**config.mk**
```make
export PLATFORM = sky130hd
export DESIGN_NAME = timer3_counter
export DESIGN_NICKNAME = d
export VERILOG_FILES = /design/src/hw/timer3_pkg.sv /design/src/hw/clk_edge_select.sv /design/src/hw/timer3_counter.sv
export VERILOG_INCLUDE_DIRS = /design/src /design/src/hw
export SDC_FILE = /design/constraint.sdc
export NUM_CORES = 1
export LEC_CHECK = 0
export BUFFER_PORTS_ARGS = -buffer_cell sky130_fd_sc_hd__buf_2
export CAP_MARGIN = 30
export CORE_ASPECT_RATIO = 1.1
export CORE_MARGIN = 2
export CORE_UTILIZATION = 53
export DETAILED_ROUTE_END_ITERATION = 12
export MAX_ROUTING_LAYER = met4
export PLACE_DENSITY = 0.82
export SLEW_MARGIN = 30
export SYNTH_ARGS = -nofsm -noshare
export SYNTH_HDL_FRONTEND = slang
export SYNTH_SLANG_ARGS = --single-unit
```
**constraint.sdc**
```tcl
create_clock -name core_clk -period 2.4 [get_ports core_clk]
set_input_delay 0.24 -clock core_clk [delete_from_list [all_inputs] [get_ports core_clk]]
set_output_delay 0.24 -clock core_clk [all_outputs]
set_load 0.05 [all_outputs]
```
**src/hw/timer3_defines.svh**
```systemverilog
/*
 * register offsets, field positions, reset values and constants
 * for the sixteen-bit timer/counter. assumes a 32-bit axi4-lite slave,
 * one register per aligned word.
 */
`ifndef TIMER3_DEFINES_SVH
`define TIMER3_DEFINES_SVH

// ==========================================================
// register byte offsets
`define OFF_TIMER3_CONTROL        12'h000
`define OFF_TIMER3_COUNT_LOW      12'h004
`define OFF_TIMER3_COUNT_HIGH     12'h008
`define OFF_PERIPH_IRQ_FLAGS2     12'h00C
`define OFF_PERIPH_IRQ_ENABLE2    12'h010
`define OFF_PERIPH_IRQ_PRIORITY2  12'h014
`define OFF_TIMER1_CONTROL        12'h018

// ==========================================================
// control and irq field positions
`define BIT_COUNTER_ON            0
`define BIT_CLOCK_SOURCE_SELECT   1
`define BIT_EXTERNAL_SYNC_DISABLE 2
`define BIT_COMPARE_SEL_LO        3
`define BIT_PRESCALE_LO           4
`define BIT_COMPARE_SEL_HI        6
`define BIT_WIDE_ACCESS_ENABLE    7
`define BIT_OVERFLOW_IRQ          1
`define BIT_LOWPOWER_OSC_ENABLE   3

// ==========================================================
// reset values and constants
`define RST_CONTROL               8'h00
`define RST_IRQ_REG               8'h00
`define RST_TIMER1_CONTROL        8'h00
`define COUNT_ALL_ONES            16'hFFFF
`define SPECIAL_EVENT_MODE        4'hB
`define AXI_RESP_OKAY             2'h0
`define AXI_RESP_SLVERR           2'h2

`endif

```
**src/hw/timer3_pkg.sv**
```systemverilog
/*
 * types shared by the timer/counter files.
 * assumes the defines header is included by users that need numbers.
 */
package timer3_pkg;
    // ==========================================================
    // prescale ratios
    typedef enum logic [1:0] {
        PRE_DIV1 = 2'h0,
        PRE_DIV2 = 2'h1,
        PRE_DIV4 = 2'h2,
        PRE_DIV8 = 2'h3
    } prescale_t;

    // ==========================================================
    // read channel states, gray along idle->answer
    typedef enum logic [0:0] {
        RD_IDLE = 1'b0,
        RD_RESP = 1'b1
    } rd_state_t;
endpackage

```
**src/hw/clk_edge_select.sv**
```systemverilog
/*
 * picks the count event for the counter: instruction-cycle tick, or a
 * rising edge of the external clock, synchronised or not.
 * assumes extClk is a level sampled on core_clk.
 */
`timescale 1ns/1ns
module clk_edge_select (
    // clock and reset
    input  wire logic core_clk,
    input  wire logic sys_rst,
    // configuration
    input  wire logic clockSourceSelect,
    input  wire logic externalSyncDisable,
    input  wire logic lowpowerOscEnable,
    // clock sources
    input  wire logic extClk,
    input  wire logic oscClk,
    // count event
    output logic      countTick
);
    logic srcLevel;
    logic sync1_r;
    logic sync2_r;
    logic prev_r;
    logic armed_r;
    logic useLevel;
    logic rise;

    // oscillator only chosen while its enable is set
    assign srcLevel = lowpowerOscEnable ? oscClk : extClk;

    // two-stage synchroniser; first stage read only by second
    always_ff @(posedge core_clk) begin
        if (sys_rst) begin
            sync1_r <= 1'b0;
            sync2_r <= 1'b0;
        end else begin
            sync1_r <= srcLevel;
            sync2_r <= sync1_r;
        end
    end

    // unsynchronised path skips the two-stage delay
    assign useLevel = externalSyncDisable ? srcLevel : sync2_r;

    // edge history; armed only after a falling edge is seen
    // history rests at the pin's idle low, so selecting the source never fakes a fall
    always_ff @(posedge core_clk) begin
        if (sys_rst || !clockSourceSelect) begin
            prev_r  <= 1'b0;
            armed_r <= 1'b0;
        end else begin
            prev_r <= useLevel;
            if (prev_r && !useLevel)
                armed_r <= 1'b1;
        end
    end

    assign rise = armed_r && !prev_r && useLevel;

    // internal source ticks every cycle, one instruction cycle here
    assign countTick = clockSourceSelect ? rise : 1'b1;
endmodule

```
**src/hw/timer3_counter.sv**
```systemverilog
/*
 * sixteen-bit timer/counter with prescaler, wide access buffer,
 * special-event clear and compare-timer routing, on axi4-lite.
 * assumes core_clk is the instruction clock and the compare unit
 * drives its mode and trigger from outside.
 */
// Design decisions made here: the AXI4-Lite interface to the registers and the address map.
`timescale 1ns/1ns
`include "timer3_defines.svh"

module timer3_counter (
    // clock and reset
    input  wire logic        core_clk,
    input  wire logic        sys_rst,
    // axi4-lite write
    input  wire logic [11:0] s_axi_awaddr,
    input  wire logic        s_axi_awvalid,
    output logic             s_axi_awready,
    input  wire logic [31:0] s_axi_wdata,
    input  wire logic [3:0]  s_axi_wstrb,
    input  wire logic        s_axi_wvalid,
    output logic             s_axi_wready,
    output logic [1:0]       s_axi_bresp,
    output logic             s_axi_bvalid,
    input  wire logic        s_axi_bready,
    // axi4-lite read
    input  wire logic [11:0] s_axi_araddr,
    input  wire logic        s_axi_arvalid,
    output logic             s_axi_arready,
    output logic [31:0]      s_axi_rdata,
    output logic [1:0]       s_axi_rresp,
    output logic             s_axi_rvalid,
    input  wire logic        s_axi_rready,
    // clock sources and pins
    input  wire logic        sharedExternalClockPin,
    input  wire logic        oscClk,
    input  wire logic [1:0]  portDirectionBits,
    output logic [1:0]       oscPinInputForce,
    // compare unit side
    input  wire logic [3:0]  compareUnitMode,
    input  wire logic        compareTrigger,
    input  wire logic [15:0] timer1Count,
    output logic [15:0]      compare1Timebase,
    output logic [15:0]      compare2Timebase,
    // interrupt request
    output logic             overflowIrq,
    output logic             overflowIrqHigh
);
    import timer3_pkg::*;

    logic [7:0]  control_r;
    logic [7:0]  irqFlags_r;
    logic [7:0]  irqEnable_r;
    logic [7:0]  irqPriority_r;
    logic [7:0]  timer1Control_r;
    logic [15:0] count_r;
    logic [15:0] count_nxt;
    logic [7:0]  highBuf_r;
    logic [2:0]  prescale_r;
    logic        countTick;
    logic        preDone;
    logic        step;
    logic        wrLow;
    logic        wrHigh;
    logic        wrFire;
    logic        awHeld_r;
    logic        wHeld_r;
    logic [11:0] awAddr_r;
    logic [31:0] wData_r;
    logic [3:0]  wStrb_r;
    logic        wideMode;
    logic        trigClear;
    rd_state_t   rdState_r;

    // ==========================================================
    // helpers
    function automatic logic [2:0] prescale_mask(input prescale_t sel);
        case (sel)
            PRE_DIV1: prescale_mask = 3'h0;
            PRE_DIV2: prescale_mask = 3'h1;
            PRE_DIV4: prescale_mask = 3'h3;
            PRE_DIV8: prescale_mask = 3'h7;
            default:  prescale_mask = 3'h0;
        endcase
    endfunction

    function automatic logic is_addr(input logic [11:0] a, input logic [11:0] off);
        is_addr = (a == off);
    endfunction

    assign wideMode = control_r[`BIT_WIDE_ACCESS_ENABLE];

    // ==========================================================
    // write channel: address and data taken in either order
    assign s_axi_awready = !awHeld_r && !s_axi_bvalid;
    assign s_axi_wready  = !wHeld_r && !s_axi_bvalid;
    assign wrFire        = awHeld_r && wHeld_r && !s_axi_bvalid;

    always_ff @(posedge core_clk) begin
        if (sys_rst) begin
            awHeld_r <= 1'b0;
            wHeld_r  <= 1'b0;
            awAddr_r <= 12'h000;
            wData_r  <= 32'h0000_0000;
            wStrb_r  <= 4'h0;
        end else begin
            if (s_axi_awvalid && s_axi_awready) begin
                awHeld_r <= 1'b1;
                awAddr_r <= s_axi_awaddr;
            end else if (wrFire) begin
                awHeld_r <= 1'b0;
            end
            if (s_axi_wvalid && s_axi_wready) begin
                wHeld_r <= 1'b1;
                wData_r <= s_axi_wdata;
                wStrb_r <= s_axi_wstrb;
            end else if (wrFire) begin
                wHeld_r <= 1'b0;
            end
        end
    end

    // response after both halves are in; unmapped gets slverr
    always_ff @(posedge core_clk) begin
        if (sys_rst) begin
            s_axi_bvalid <= 1'b0;
            s_axi_bresp  <= `AXI_RESP_OKAY;
        end else if (wrFire) begin
            s_axi_bvalid <= 1'b1;
            s_axi_bresp  <= (awAddr_r > `OFF_TIMER1_CONTROL || awAddr_r[1:0] != 2'h0)
                            ? `AXI_RESP_SLVERR : `AXI_RESP_OKAY;
        end else if (s_axi_bready) begin
            s_axi_bvalid <= 1'b0;
        end
    end

    assign wrLow  = wrFire && wStrb_r[0] && is_addr(awAddr_r, `OFF_TIMER3_COUNT_LOW);
    assign wrHigh = wrFire && wStrb_r[0] && is_addr(awAddr_r, `OFF_TIMER3_COUNT_HIGH);

    // ==========================================================
    // control registers
    always_ff @(posedge core_clk) begin
        if (sys_rst) begin
            control_r       <= `RST_CONTROL;
            irqEnable_r     <= `RST_IRQ_REG;
            irqPriority_r   <= `RST_IRQ_REG;
            timer1Control_r <= `RST_TIMER1_CONTROL;
        end else if (wrFire && wStrb_r[0]) begin
            if (is_addr(awAddr_r, `OFF_TIMER3_CONTROL))
                control_r <= wData_r[7:0];
            if (is_addr(awAddr_r, `OFF_PERIPH_IRQ_ENABLE2))
                irqEnable_r <= wData_r[7:0];
            if (is_addr(awAddr_r, `OFF_PERIPH_IRQ_PRIORITY2))
                irqPriority_r <= wData_r[7:0];
            if (is_addr(awAddr_r, `OFF_TIMER1_CONTROL))
                timer1Control_r <= wData_r[7:0];
        end
    end

    // ==========================================================
    // count event source
    clk_edge_select u_edge (
        .core_clk            (core_clk),
        .sys_rst             (sys_rst),
        .clockSourceSelect   (control_r[`BIT_CLOCK_SOURCE_SELECT]),
        .externalSyncDisable (control_r[`BIT_EXTERNAL_SYNC_DISABLE]),
        .lowpowerOscEnable   (timer1Control_r[`BIT_LOWPOWER_OSC_ENABLE]),
        .extClk              (sharedExternalClockPin),
        .oscClk              (oscClk),
        .countTick           (countTick)
    );

    // oscillator enable overrides the port direction bits
    assign oscPinInputForce = timer1Control_r[`BIT_LOWPOWER_OSC_ENABLE]
                              ? 2'h3 : portDirectionBits;

    // ==========================================================
    // prescaler; held while off so the phase is kept
    assign preDone = (prescale_r & prescale_mask(prescale_t'(control_r[5:4])))
                     == prescale_mask(prescale_t'(control_r[5:4]));
    assign step    = control_r[`BIT_COUNTER_ON] && countTick && preDone;

    always_ff @(posedge core_clk) begin
        if (sys_rst || wrLow) begin
            prescale_r <= 3'h0;
        end else if (control_r[`BIT_COUNTER_ON] && countTick) begin
            prescale_r <= preDone ? 3'h0 : prescale_r + 3'h1;
        end
    end

    // ==========================================================
    // counter: write beats trigger, trigger beats increment
    assign trigClear = compareTrigger && (compareUnitMode == `SPECIAL_EVENT_MODE);

    always_comb begin
        count_nxt = count_r;
        if (wrLow) begin
            count_nxt = wideMode ? {highBuf_r, wData_r[7:0]}
                                 : {count_r[15:8], wData_r[7:0]};
        end else if (wrHigh && !wideMode) begin
            count_nxt = {wData_r[7:0], count_r[7:0]};
        end else if (trigClear) begin
            count_nxt = 16'h0000;
        end else if (step) begin
            count_nxt = count_r + 16'h0001;
        end
    end

    always_ff @(posedge core_clk) begin
        if (sys_rst)
            count_r <= 16'h0000;
        else
            count_r <= count_nxt;
    end

    // overflow only from a real wrap, never from a trigger clear
    logic wrapEvent;
    assign wrapEvent = step && !wrLow && !(wrHigh && !wideMode) && !trigClear
                       && (count_r == `COUNT_ALL_ONES);

    // flag register; hardware set wins over software clear
    always_ff @(posedge core_clk) begin
        if (sys_rst)
            irqFlags_r <= `RST_IRQ_REG;
        else if (wrFire && wStrb_r[0] && is_addr(awAddr_r, `OFF_PERIPH_IRQ_FLAGS2))
            irqFlags_r <= wData_r[7:0] | {6'h00, wrapEvent, 1'b0};
        else if (wrapEvent)
            irqFlags_r[`BIT_OVERFLOW_IRQ] <= 1'b1;
    end

    // enable gates the flag; priority picks the line
    logic irqActive;
    assign irqActive       = irqFlags_r[`BIT_OVERFLOW_IRQ] && irqEnable_r[`BIT_OVERFLOW_IRQ];
    assign overflowIrq     = irqActive && !irqPriority_r[`BIT_OVERFLOW_IRQ];
    assign overflowIrqHigh = irqActive && irqPriority_r[`BIT_OVERFLOW_IRQ];

    // ==========================================================
    // compare unit timebase routing
    assign compare1Timebase = control_r[`BIT_COMPARE_SEL_HI] ? count_r : timer1Count;
    assign compare2Timebase = (control_r[`BIT_COMPARE_SEL_HI] || control_r[`BIT_COMPARE_SEL_LO])
                              ? count_r : timer1Count;

    // ==========================================================
    // read channel; one read under way, answer one cycle later
    assign s_axi_arready = (rdState_r == RD_IDLE);

    always_ff @(posedge core_clk) begin
        if (sys_rst) begin
            rdState_r <= RD_IDLE;
            s_axi_rdata <= 32'h0000_0000;
            s_axi_rresp <= `AXI_RESP_OKAY;
        end else begin
            case (rdState_r)
                RD_IDLE: begin
                    if (s_axi_arvalid) begin
                        rdState_r   <= RD_RESP;
                        s_axi_rresp <= `AXI_RESP_OKAY;
                        case (s_axi_araddr)
                            `OFF_TIMER3_CONTROL:       s_axi_rdata <= {24'h0, control_r};
                            `OFF_TIMER3_COUNT_LOW:     s_axi_rdata <= {24'h0, count_r[7:0]};
                            `OFF_TIMER3_COUNT_HIGH:    s_axi_rdata <= {24'h0, wideMode ? highBuf_r : count_r[15:8]};
                            `OFF_PERIPH_IRQ_FLAGS2:    s_axi_rdata <= {24'h0, irqFlags_r};
                            `OFF_PERIPH_IRQ_ENABLE2:   s_axi_rdata <= {24'h0, irqEnable_r};
                            `OFF_PERIPH_IRQ_PRIORITY2: s_axi_rdata <= {24'h0, irqPriority_r};
                            `OFF_TIMER1_CONTROL:       s_axi_rdata <= {24'h0, timer1Control_r};
                            default: begin
                                s_axi_rdata <= 32'h0000_0000;
                                s_axi_rresp <= `AXI_RESP_SLVERR;
                            end
                        endcase
                    end
                end
                RD_RESP: begin
                    if (s_axi_rready)
                        rdState_r <= RD_IDLE;
                end
                default: rdState_r <= RD_IDLE;
            endcase
        end
    end
    assign s_axi_rvalid = (rdState_r == RD_RESP);

    // high-byte buffer: low read latches, high write loads in wide mode
    always_ff @(posedge core_clk) begin
        if (sys_rst)
            highBuf_r <= 8'h00;
        else if (s_axi_arvalid && s_axi_arready && is_addr(s_axi_araddr, `OFF_TIMER3_COUNT_LOW))
            highBuf_r <= count_r[15:8];
        else if (wrHigh && wideMode)
            highBuf_r <= wData_r[7:0];
    end

    // ==========================================================
    // checks
    chk_wrap_sets_flag: assert property (@(posedge core_clk) disable iff (sys_rst)
        (step && !trigClear && !wrLow && !wrHigh && count_r == 16'hFFFF) |=> (count_r == 16'h0000 && irqFlags_r[1]))
        else $error("wrap did not clear count and set flag");
    chk_off_holds: assert property (@(posedge core_clk) disable iff (sys_rst)
        (!control_r[0] && !wrLow && !wrHigh && !trigClear) |=> $stable(count_r))
        else $error("count moved while off");
    chk_trig_clears: assert property (@(posedge core_clk) disable iff (sys_rst)
        (trigClear && !wrLow && !wrHigh) |=> (count_r == 16'h0000))
        else $error("trigger did not clear count");
    chk_trig_noflag: assert property (@(posedge core_clk) disable iff (sys_rst)
        (trigClear && !irqFlags_r[1] && !wrFire) |=> !irqFlags_r[1])
        else $error("trigger set overflow flag");
    chk_write_wins: assert property (@(posedge core_clk) disable iff (sys_rst)
        (wrLow && trigClear && !wideMode) |=> (count_r[7:0] == $past(wData_r[7:0])))
        else $error("trigger beat software write");
    chk_wide_load: assert property (@(posedge core_clk) disable iff (sys_rst)
        (wrLow && wideMode) |=> (count_r == {$past(highBuf_r), $past(wData_r[7:0])}))
        else $error("wide write did not load buffer");
    chk_prescale_clear: assert property (@(posedge core_clk) disable iff (sys_rst)
        wrLow |=> (prescale_r == 3'h0))
        else $error("low write left prescaler");
    chk_internal_rate: assert property (@(posedge core_clk) disable iff (sys_rst)
        (control_r[0] && !control_r[1] && control_r[5:4] == 2'h0 && !wrLow && !(wrHigh && !wideMode) && !trigClear)
        |=> (count_r == $past(count_r) + 16'h0001))
        else $error("internal rate wrong");
    chk_route_cmp1: assert property (@(posedge core_clk) disable iff (sys_rst)
        (!control_r[6]) |-> (compare1Timebase == timer1Count))
        else $error("compare one routing wrong");
    chk_osc_pins: assert property (@(posedge core_clk) disable iff (sys_rst)
        timer1Control_r[3] |-> (oscPinInputForce == 2'h3))
        else $error("osc pins not forced to input");
endmodule

```
After elaboration in Yosys (flattened, before gate mapping). Cells that the tools add are included.

Flip-flop bits (word level): 132. Input bits: 92. Output and inout bits: 77. Logic and storage cells: 140.

$add $sub $neg: 2. Order comparisons: 1. Equality and inequality tests: 20. Multiplexer cells: 29. Bitwise operators: 3. Reduce and logical (&&, ||, !) cells: 61.

Operators with widths (count): 2-to-1 mux 16 bit (7); == test 12 x 5 -> 1 bit, second input constant (6); case mux 8 bit (7 select lines) (1); == test 12 x 4 -> 1 bit, second input constant (4); logical AND 1 bit (27); == test 12 x 3 -> 1 bit, second input constant (2); logical NOT 12 bit (2); 2-to-1 mux 8 bit (3); adder 16 x 1 -> 16 bit, second input constant (1); == test 16 bit, second input constant (1); AND reduction 2 bit (7); > comparator 12 x 5 -> 1 bit, second input constant (1); 2-to-1 mux 1 bit (12); case mux 3 bit (4 select lines) (1); nonzero test 2 bit (6); logical NOT 1 bit (11); bitwise OR 8 x 2 -> 8 bit (1); OR reduction 7 bit (1); 2-to-1 mux 2 bit (3); == test 2 bit, second input constant (2); == test 4 bit, second input constant (1); logical OR 1 bit (4); inequality test 2 bit, second input constant (2); nonzero test 4 bit (1); other kinds (9) (9).

Longest topological paths before layout. Gate-level depths: netlist (run 1).

Word-level depth: 12. Depth in mapped cells: 9. Mapped depth without buffers: 7.

Cells and area by module. From an unflattened synthesis (run 1), not the netlist that was laid out.

Cells, all modules: 715. Area, all modules: 5885.6 um^2.

By module, submodules not included: timer3_counter (instances 1, cells each 699, area an instance 5734.2 um^2, seq. area each 2042.0 um^2); clk_edge_select (instances 1, cells each 16, area an instance 151.4 um^2, seq. area each 80.1 um^2).

Least setup slack after synthesis (run 1). No wires, ideal clock.

Path kind: reg-to-output. Start point: reg control_r[6]. End point: out compare2Timebase[10]. Arrival time: 2170 ps. Required time: 2160 ps. Path slack: -10 ps. Cell stages (with the launch flop): 5. Buffers on the path: 2. Cells stage by stage: dfxtp_1 clkbuf_1 nor2_1 clkbuf_1 o21ai_0.

Longest elaborated chain between the ends: 2.

Ends and longest elaborated chain: start, declared (RTL line timer3_counter.sv:51) `logic [7:0] control_r;`; start signal, assigned (RTL line timer3_counter.sv:144) `` control_r <= `RST_CONTROL; ``; start signal, assigned (RTL line timer3_counter.sv:150) `control_r <= wData_r[7:0];`; logical OR 1 bit (RTL line timer3_counter.sv:240) `` assign compare2Timebase = (control_r[`BIT_COMPARE_SEL_HI] || control_r[`BIT_COMPARE_SEL_LO]) ``; 2-to-1 mux 16 bit (RTL line timer3_counter.sv:240); end, declared (RTL line timer3_counter.sv:44) `output logic [15:0] compare2Timebase,`.

No other way between the ends.

Final worst setup path (run 1).
Start point: reg timer1Control_r[3]. End point: reg count_r[2].

Longest elaborated chain between the ends: 8.

Ends and longest elaborated chain: start, declared (RTL line timer3_counter.sv:55) `logic [7:0] timer1Control_r;`; start signal, assigned (RTL line timer3_counter.sv:147) `` timer1Control_r <= `RST_TIMER1_CONTROL; ``; start signal, assigned (RTL line timer3_counter.sv:156) `timer1Control_r <= wData_r[7:0];`; 2-to-1 mux 1 bit (RTL line clk_edge_select.sv:30) `assign srcLevel = lowpowerOscEnable ? oscClk : extClk;`; 2-to-1 mux 1 bit (RTL line clk_edge_select.sv:44) `assign useLevel = externalSyncDisable ? srcLevel : sync2_r;`; logical AND 1 bit (RTL line clk_edge_select.sv:59) `assign rise = armed_r && !prev_r && useLevel;`; 2-to-1 mux 1 bit (RTL line clk_edge_select.sv:62) `assign countTick = clockSourceSelect ? rise : 1'b1;`; logical AND 1 bit (2 in a row) (RTL line timer3_counter.sv:181) `` assign step = control_r[`BIT_COUNTER_ON] && countTick && preDone; ``; nonzero test 3 bit (no source line); AND reduction 2 bit (no source line); end signal, assigned (RTL line timer3_counter.sv:213) `count_r <= count_nxt;`; end, declared (RTL line timer3_counter.sv:56) `logic [15:0] count_r;`.

No other way between the ends. A chain may end at the register's enable or synchronous reset.

==> summary.txt, run 1 <==
Status
  • Status: finished clean

Synth
  • Post-synthesis cell count: 719
  • Avg Inst Size Synth: 8.202 sq um
  • Cell taking the most area after synthesis: dfxtp_1
  • Synth area leaders: dfxtp_1, mux2i_1, nand2_1
  • Seq/Total Area, Yosys: 0.3599
  • Post-synth EDFFs: 0
  • Most frequent cells after synthesis: dfxtp_1, nand2_1, a21oi_1, nor2_1, mux2i_1
  • Mapped cell area: 5897 sq um
  • YS warnings: 0
  • Synth cell types: 65
  • Asr flop ratio synth: 0
  • Synth Register Bits: 106
  • Post-synth top flop: dfxtp_1
  • Share of the synthesized area in the top cell type: 0.3599

STA
  • Slew margin rel.: 0.5324
  • Max Slew Vio Count: 0
  • Final Hold Viols: 0
  • Clk_skew: 0.01044 ns
  • Fmax: 453.6 MHz
  • Final Hold Slack: 0.06490 ns
  • Final setup fails: 0
  • Final period utilization: 0.9186
  • Sum Neg Setup Slack: 0 ns
  • Min cycle time layout: 2.205 ns
  • Measured slew at the worst slew-check pin: 0.7014 ns
  • Unrepaired setup endpoints after global routing: false
  • Setup ws final: 0.1953 ns

Clock network
  • CTS Buffer Depth: 2
  • TritonCTS Buffers: 9
  • Clk slew on worst S/H paths: 0.08 ns
  • CTS tree: done
  • Resized cells post-CTS: 0
  • CTS hold repair buffers: 0
  • Setup bufs post-CTS: 0
  • H-Tree Depth: 3
  • Sink Count: 106
  • Worst-Skew Late Latency: 0.35 ns
  • Root Buffer: clkbuf_16

Power and ir drop
  • Peak supply drop: 0.0003465 V
  • Total power: 3.868 mW
  • Power per Cell Area: 575.0 nW/um^2
  • Leakage: 2.752 nW

Final layout
  • Number of diodes: 0
  • Finished Cell Area: 6728 sq um
  • Final non-filler cell total: 957
  • # fillers: 951
  • Seq. cell area: 2122 sq um
  • Final net count: 899
  • Ratio of cells with drive above 1 in the final layout: 0.2457
  • Utilization after layout: 0.6195
  • Area growth from synthesis to layout: 14.09%
  • Multi-input gate area: 3353 sq um

Detailed routing
  • DRT antenna net count: 0
  • Vias per cell: 5.740
  • Number of DRC markers in iteration 0: 400
  • DRT Pass-1 Iters: 5
  • Remaining DRCs: 0
  • DR vias: 5493
  • Wire length per cell: 16.16 microns
  • Final WL: 15460 microns

Placement
  • Area of placed instances: 6442 sq um
  • Routability Congestion: 0.8747
  • Placed insts: 941
  • Buffers on Ports: 115
  • Dpl hpwl: 10940 microns
  • Post-Place Setup Slack: 0.2594 ns

Global routing
  • Pin count of the biggest net entering global routing: 96
  • Global-route wire length before repair: 24900 microns
  • Total global-route track usage: 0.2645
  • Number of global-route vias before repair: 5070
  • Total grt overflow: 0
  • Initial antenna violation count: 0

Flow run
  • MaxCap Viol Count: 0

Worst setup path
  • R2r setup slk: 0.20 ns
  • Crit-path slowest cell: dfxtp_1
  • Crit Path Max Fanout: 8
  • Crit Path Class: reg -> reg
  • Arrival @ worst endpoint: 2.46 ns
  • Worst r2r dst: count_r[2]$_SDFFE_PP0P_
  • CP endpoint kind: flop
  • Crit-path cells: mux2i_1, o211ai_1, nand3_1, buf_4, nor4_2, a21oi_1, o32ai_1
  • Startpoint Class: flop
  • Delay of the slowest critical-path stage: 0.42 ns
  • Critical path data required time: 2.66 ns
  • R2r startpoint: timer1Control_r[3]$_SDFFE_PP0P_
  • Worst Reg2Reg Path Length in Cells: 7

Floorplan
  • Boundary pin count: 169
  • Starting Density: 0.5430
  • DIE HEIGHT: 114.6 microns
  • Core ar.: 10860 sq um
  • Die Wd: 104.6 microns
  • FP Rows: 40
  • Die area: 11990 sq um

Min path
  • Hold path depth: 2
  • HP Start: s_axi_rready
  • WHS Endpoint: s_axi_rvalid$_SDFF_PP0_
  • HP Class: in -> reg
## per-layer routing
layer,vias up,track usage,wire length (microns)
li1,2653,-,-
met1,2588,0.3177,6498
met2,203,0.4353,7437
met3,49,0.04098,988
met4,0,0.1316,538
met5,-,-,0
## area by class of cell
type / count / share of cell area
inverters: 10 / 0.005579
flip-flops and latches: 106 / 0.3154
multi-input cells: 542 / 0.4984
clock inverters: 7 / 0.008927
well taps: 147 / 0.02734
clock buffers: 9 / 0.03348
repair buffers: 136 / 0.1108
## power breakdown
| group | total (mW) | switching (mW) | internal (mW) | leakage [nW] |
|---|---|---|---|---|
| Sequential | 1.85 | 0.0606 | 1.79 | 0.859 |
| Clock | 1.45 | 0.725 | 0.724 | 0.142 |
| Combinational | 0.567 | 0.413 | 0.154 | 1.75 |
| Total | 3.87 | 1.20 | 2.67 | 2.75 |
## worst max-delay path: cells and delay by family (launching register included)
family,cells,cell delay (ns)
muxes,1,0.14
AOI/OAI and AO/OA,3,0.59
DFF,1,0.42
and+or+nand+nor,2,0.64
buffers and inverters,1,0.31
## sequential cells by signal (all words and copies together) (netlist names), 3 cells and up
register	cells
count_r	16
irqEnable_r	8
s_axi_rdata	8
prescale_r	3
highBuf_r	8
irqPriority_r	8
irqFlags_r	8
control_r	8
awAddr_r	12
wData_r	8
timer1Control_r	8
## cells by family (layout without fill, tap and decap cells)
family / count (synthesis) / in the layout / synth area share
and+or+nand+nor: 268 / 268 / 0.2154
DFF: 106 / 106 / 0.3599
xor gates and xnor gates: 6 / 6 / 0.008911
other: 1 / 26 / 0.0006359
buffers and inverters: 96 / 162 / 0.08848
muxes: 83 / 83 / 0.1562
adders and majority gates: 2 / 2 / 0.004243
AOI/OAI and AO/OA: 157 / 157 / 0.1663
## placed cells by master (no fill, tap or decap), types with 9 or more instances in the layout
| cell type | count |
|---|---|
| mux2i_1 | 47 |
| buf_2 | 115 |
| dfxtp_1 | 106 |
| conb_1 | 26 |
| a211oi_1 | 15 |
| mux2_2 | 32 |
| nor2_1 | 64 |
| nor3_1 | 14 |
| nand2_1 | 106 |
| o21ai_0 | 28 |
| nand3_1 | 24 |
| a21oi_1 | 67 |
| inv_1 | 10 |
| buf_4 | 20 |
| clkbuf_16 | 9 |
## worst max path at each step
stage                                    start                      end  slack (ns)  cells past startpoint
3_5_place_dp   timer1Control_r[3]$_SDFFE_PP0P_  count_r[4]$_SDFFE_PP0P_        0.26                      6
3_3_place_gp   timer1Control_r[3]$_SDFFE_PP0P_  count_r[3]$_SDFFE_PP0P_        0.28                      6
4_1_cts        timer1Control_r[3]$_SDFFE_PP0P_  count_r[3]$_SDFFE_PP0P_        0.24                      6
2_1_floorplan        s_axi_bvalid$_SDFFE_PP0P_  count_r[9]$_SDFFE_PP0P_        0.18                      8
6_report       timer1Control_r[3]$_SDFFE_PP0P_  count_r[2]$_SDFFE_PP0P_        0.20                      7
5_1_grt        timer1Control_r[3]$_SDFFE_PP0P_  count_r[4]$_SDFFE_PP0P_        0.02                      6
Note: power is estimated with default switching activity, not from simulation.
==> inputs of run 2 (changes only) <==
- ABC_CLOCK_PERIOD_IN_PS: default -> 2400
- MAX_ROUTING_LAYER: met4 -> default
==> run 2 against run 1 <==
Compared with the run above:
- register-to-register slack better by 0.02 ns
- global-route usage down 0.70 points
- critical endpoint is now count_r[3]$_SDFFE_PP0P_
- critical path depth shrank 1
- worst setup slack improved by 0.022 ns
- clock skew barely moved
- total power is 0.19% lower
- cell count did not move
- sequential power is essentially flat
- utilization did not move
- cell area did not move
- maximum frequency is 0.99% higher
- worst hold slack improved by 0.0016 ns
==> summary.txt, run 2 (same netlist as run 1, synthesis figures left out) <==
Worst setup path
  • CP top delay family: compound AO/OA/AOI/OAI gates
  • Crit-path slowest cell: a31oi_4
  • Crit Path Max Fanout: 13 (+5)
  • Crit Path Class: reg -> reg
  • CP Buf/Inv Count: 1 (unchanged)
  • Worst r2r dst: count_r[3]$_SDFFE_PP0P_
  • Worst path depth: 6 (-1)
  • Arrival @ worst endpoint: 2.45 ns (about the same)
  • Critical path data required time: 2.67 ns (about the same)
  • Startpoint Class: flop
  • Crit-path cells: mux2i_1, o211ai_1, nand3_1, a31oi_4, inv_1, o32ai_1
  • R2r setup slk: 0.22 ns (+0.02 ns)
  • Delay of the slowest critical-path stage: 0.49 ns (+0.07 ns)
  • Worst Reg2Reg Path Length in Cells: 6 (-1)
  • R2r startpoint: timer1Control_r[3]$_SDFFE_PP0P_
  • CP endpoint kind: flop

Detailed routing
  • DR vias: 5509 (+0.29%)
  • DRT antenna net count: 0 (unchanged)
  • Number of DRC markers in iteration 0: 354 (-12%)
  • Remaining DRCs: 0 (unchanged)
  • Final WL: 15510 microns (+0.33%)
  • DRT Pass-1 Iters: 5 (unchanged)
  • Wire length per cell: 16.21 microns (+0.33%)
  • Vias per cell: 5.757 (+0.29%)

Power and ir drop
  • Flop pwr share: 0.480 (about the same)
  • Sw Pwr: 1.192 mW (-0.58%)
  • Peak supply drop: 0.0003454 V (-0.32%)
  • Logic pwr share: 0.147 (about the same)
  • Power per Cell Area: 573.9 nW/um^2 (-0.19%)
  • Switching share of power: 0.3086 (-0.001225)
  • Leakage: 2.752 nW (unchanged)
  • Clk pwr share: 0.373 (about the same)
  • Int Pwr: 2.670 mW (about the same)

Final layout
  • Multi-input gate area: 3353 sq um (unchanged)
  • Ratio of cells with drive above 1 in the final layout: 0.2457 (unchanged)
  • Final net count: 899 (unchanged)
  • Max reg flops: 16 (unchanged)
  • # fillers: 951 (unchanged)
  • Seq. cell area: 2122 sq um (unchanged)
  • Area growth from synthesis to layout: 14.09% (unchanged)
  • Top Registers: count_r (16), awAddr_r (12)
  • Reg with most FFs: count_r
  • Most common cell after layout, fill and taps aside: buf_2
  • Number of diodes: 0 (unchanged)
  • Commonest cells after routing, fill and taps aside: buf_2, nand2_1, dfxtp_1

Min path
  • WHS Endpoint: s_axi_rvalid$_SDFF_PP0_
  • HP Start: s_axi_rready
  • Hold path depth: 2 (unchanged)
  • HP Class: in -> reg

Placement
  • Dpl hpwl: 10940 microns (unchanged)
  • Buffers on Ports: 115 (unchanged)
  • Routability Congestion: 0.8608 (-1.6%)

Global routing
  • Initial antenna violation count: 0 (unchanged)
  • Total global-route track usage: 0.2575 (-0.007035)
  • Total grt overflow: 0 (unchanged)
  • Number of global-route vias before repair: 5072 (+0.039%)
  • Global-route wire length before repair: 24920 microns (about the same)
  • Pin count of the biggest net entering global routing: 96 (unchanged)

Floorplan
  • Boundary pin count: 169 (unchanged)
  • Die Wd: 104.6 microns (unchanged)
  • Core ar.: 10860 sq um (unchanged)
  • FP Rows: 40 (unchanged)
  • DIE HEIGHT: 114.6 microns (unchanged)
  • Die area: 11990 sq um (unchanged)
  • Starting Density: 0.5430 (unchanged)

Clock network
  • CTS Buffer Depth: 2 (unchanged)
  • Setup bufs post-CTS: 0 (unchanged)
  • Sink Count: 106 (unchanged)
  • CTS hold repair buffers: 0 (unchanged)
  • Clk slew on worst S/H paths: 0.08 ns (about the same)
  • CTS tree: done
  • Resized cells post-CTS: 0 (unchanged)
  • Root Buffer: clkbuf_16
  • TritonCTS Buffers: 9 (unchanged)
  • Worst-Skew Late Latency: 0.35 ns (about the same)
  • H-Tree Depth: 3 (unchanged)

STA
  • Max Slew Vio Count: 0 (unchanged)
  • Slew margin rel.: 0.5340 (+0.001577)
  • Measured slew at the worst slew-check pin: 0.6990 ns (-0.002365 ns)
  • Min cycle time layout: 2.183 ns (-0.02159 ns)
  • Final Hold Viols: 0 (unchanged)
  • Clk_skew: 0.01087 ns (+0.0004312 ns)
  • Fmax: 458.1 MHz (+0.99%)
  • Final Hold Slack: 0.06653 ns (+0.001627 ns)
  • Sum Neg Setup Slack: 0 ns (unchanged)
  • Unrepaired setup endpoints after global routing: false
  • Final period utilization: 0.9096 (-0.008995)
  • Final setup fails: 0 (unchanged)

Flow run
  • MaxCap Viol Count: 0 (unchanged)

Status
  • Status: finished clean
-- run 2: area by class of cell --
cell class              instances  area share
repair buffers                136      0.1108
well taps                     147     0.02734
inverters                      10    0.005579
clock inverters                 7    0.008927
clock buffers                   9     0.03348
flip-flops and latches        106      0.3154
multi-input cells             542      0.4984
-- run 2: worst max-delay path by stage --
stage | slack, ns | end | start
CTS | 0.24 | count_r[3]$_SDFFE_PP0P_ | timer1Control_r[3]$_SDFFE_PP0P_
finish | 0.22 | count_r[3]$_SDFFE_PP0P_ | timer1Control_r[3]$_SDFFE_PP0P_
global placement | 0.28 | count_r[3]$_SDFFE_PP0P_ | timer1Control_r[3]$_SDFFE_PP0P_
global route | 0.02 | count_r[4]$_SDFFE_PP0P_ | timer1Control_r[3]$_SDFFE_PP0P_
detailed placement | 0.26 | count_r[4]$_SDFFE_PP0P_ | timer1Control_r[3]$_SDFFE_PP0P_
floorplan | 0.18 | count_r[9]$_SDFFE_PP0P_ | s_axi_bvalid$_SDFFE_PP0P_
-- run 2: through the flow --
step / power (mW) / util / cell area, sq um / cells / worst slack (ns)
5_1_grt: 3.983 / 0.6195 / 6728 / 957 / 0.02487
6_report: 3.861 / 0.6195 / 6728 / 957 / 0.2169
3_3_place_gp: 2.450 / 0.5932 / 6442 / 941 / 0.2764
3_5_place_dp: 2.457 / 0.5932 / 6442 / 941 / 0.2594
2_1_floorplan: 2.334 / - / 5991 / 744 / 0.1785
4_1_cts: 3.850 / 0.6195 / 6728 / 957 / 0.2424
-- run 2: routing by layer --
metal / part of all wire / track usage / vias to the layer above
met5: 0 / 0 / -
met4: 0.042 / 0.1236 / 0
met2: 0.47 / 0.4357 / 261
li1: - / - / 2651
met1: 0.41 / 0.3181 / 2542
met3: 0.077 / 0.04781 / 55
-- run 2: power groups by stage --
| stage | clock network [mW] | logic (mW) | registers, mW |
|---|---|---|---|
| 2_1_floorplan | 0 | 0.469 | 1.86 |
| 3_3_place_gp | 0 | 0.559 | 1.89 |
| 3_5_place_dp | 0 | 0.565 | 1.89 |
| 4_1_cts | 1.43 | 0.566 | 1.85 |
| 5_1_grt | 1.52 | 0.608 | 1.86 |
| 6_report | 1.44 | 0.568 | 1.85 |
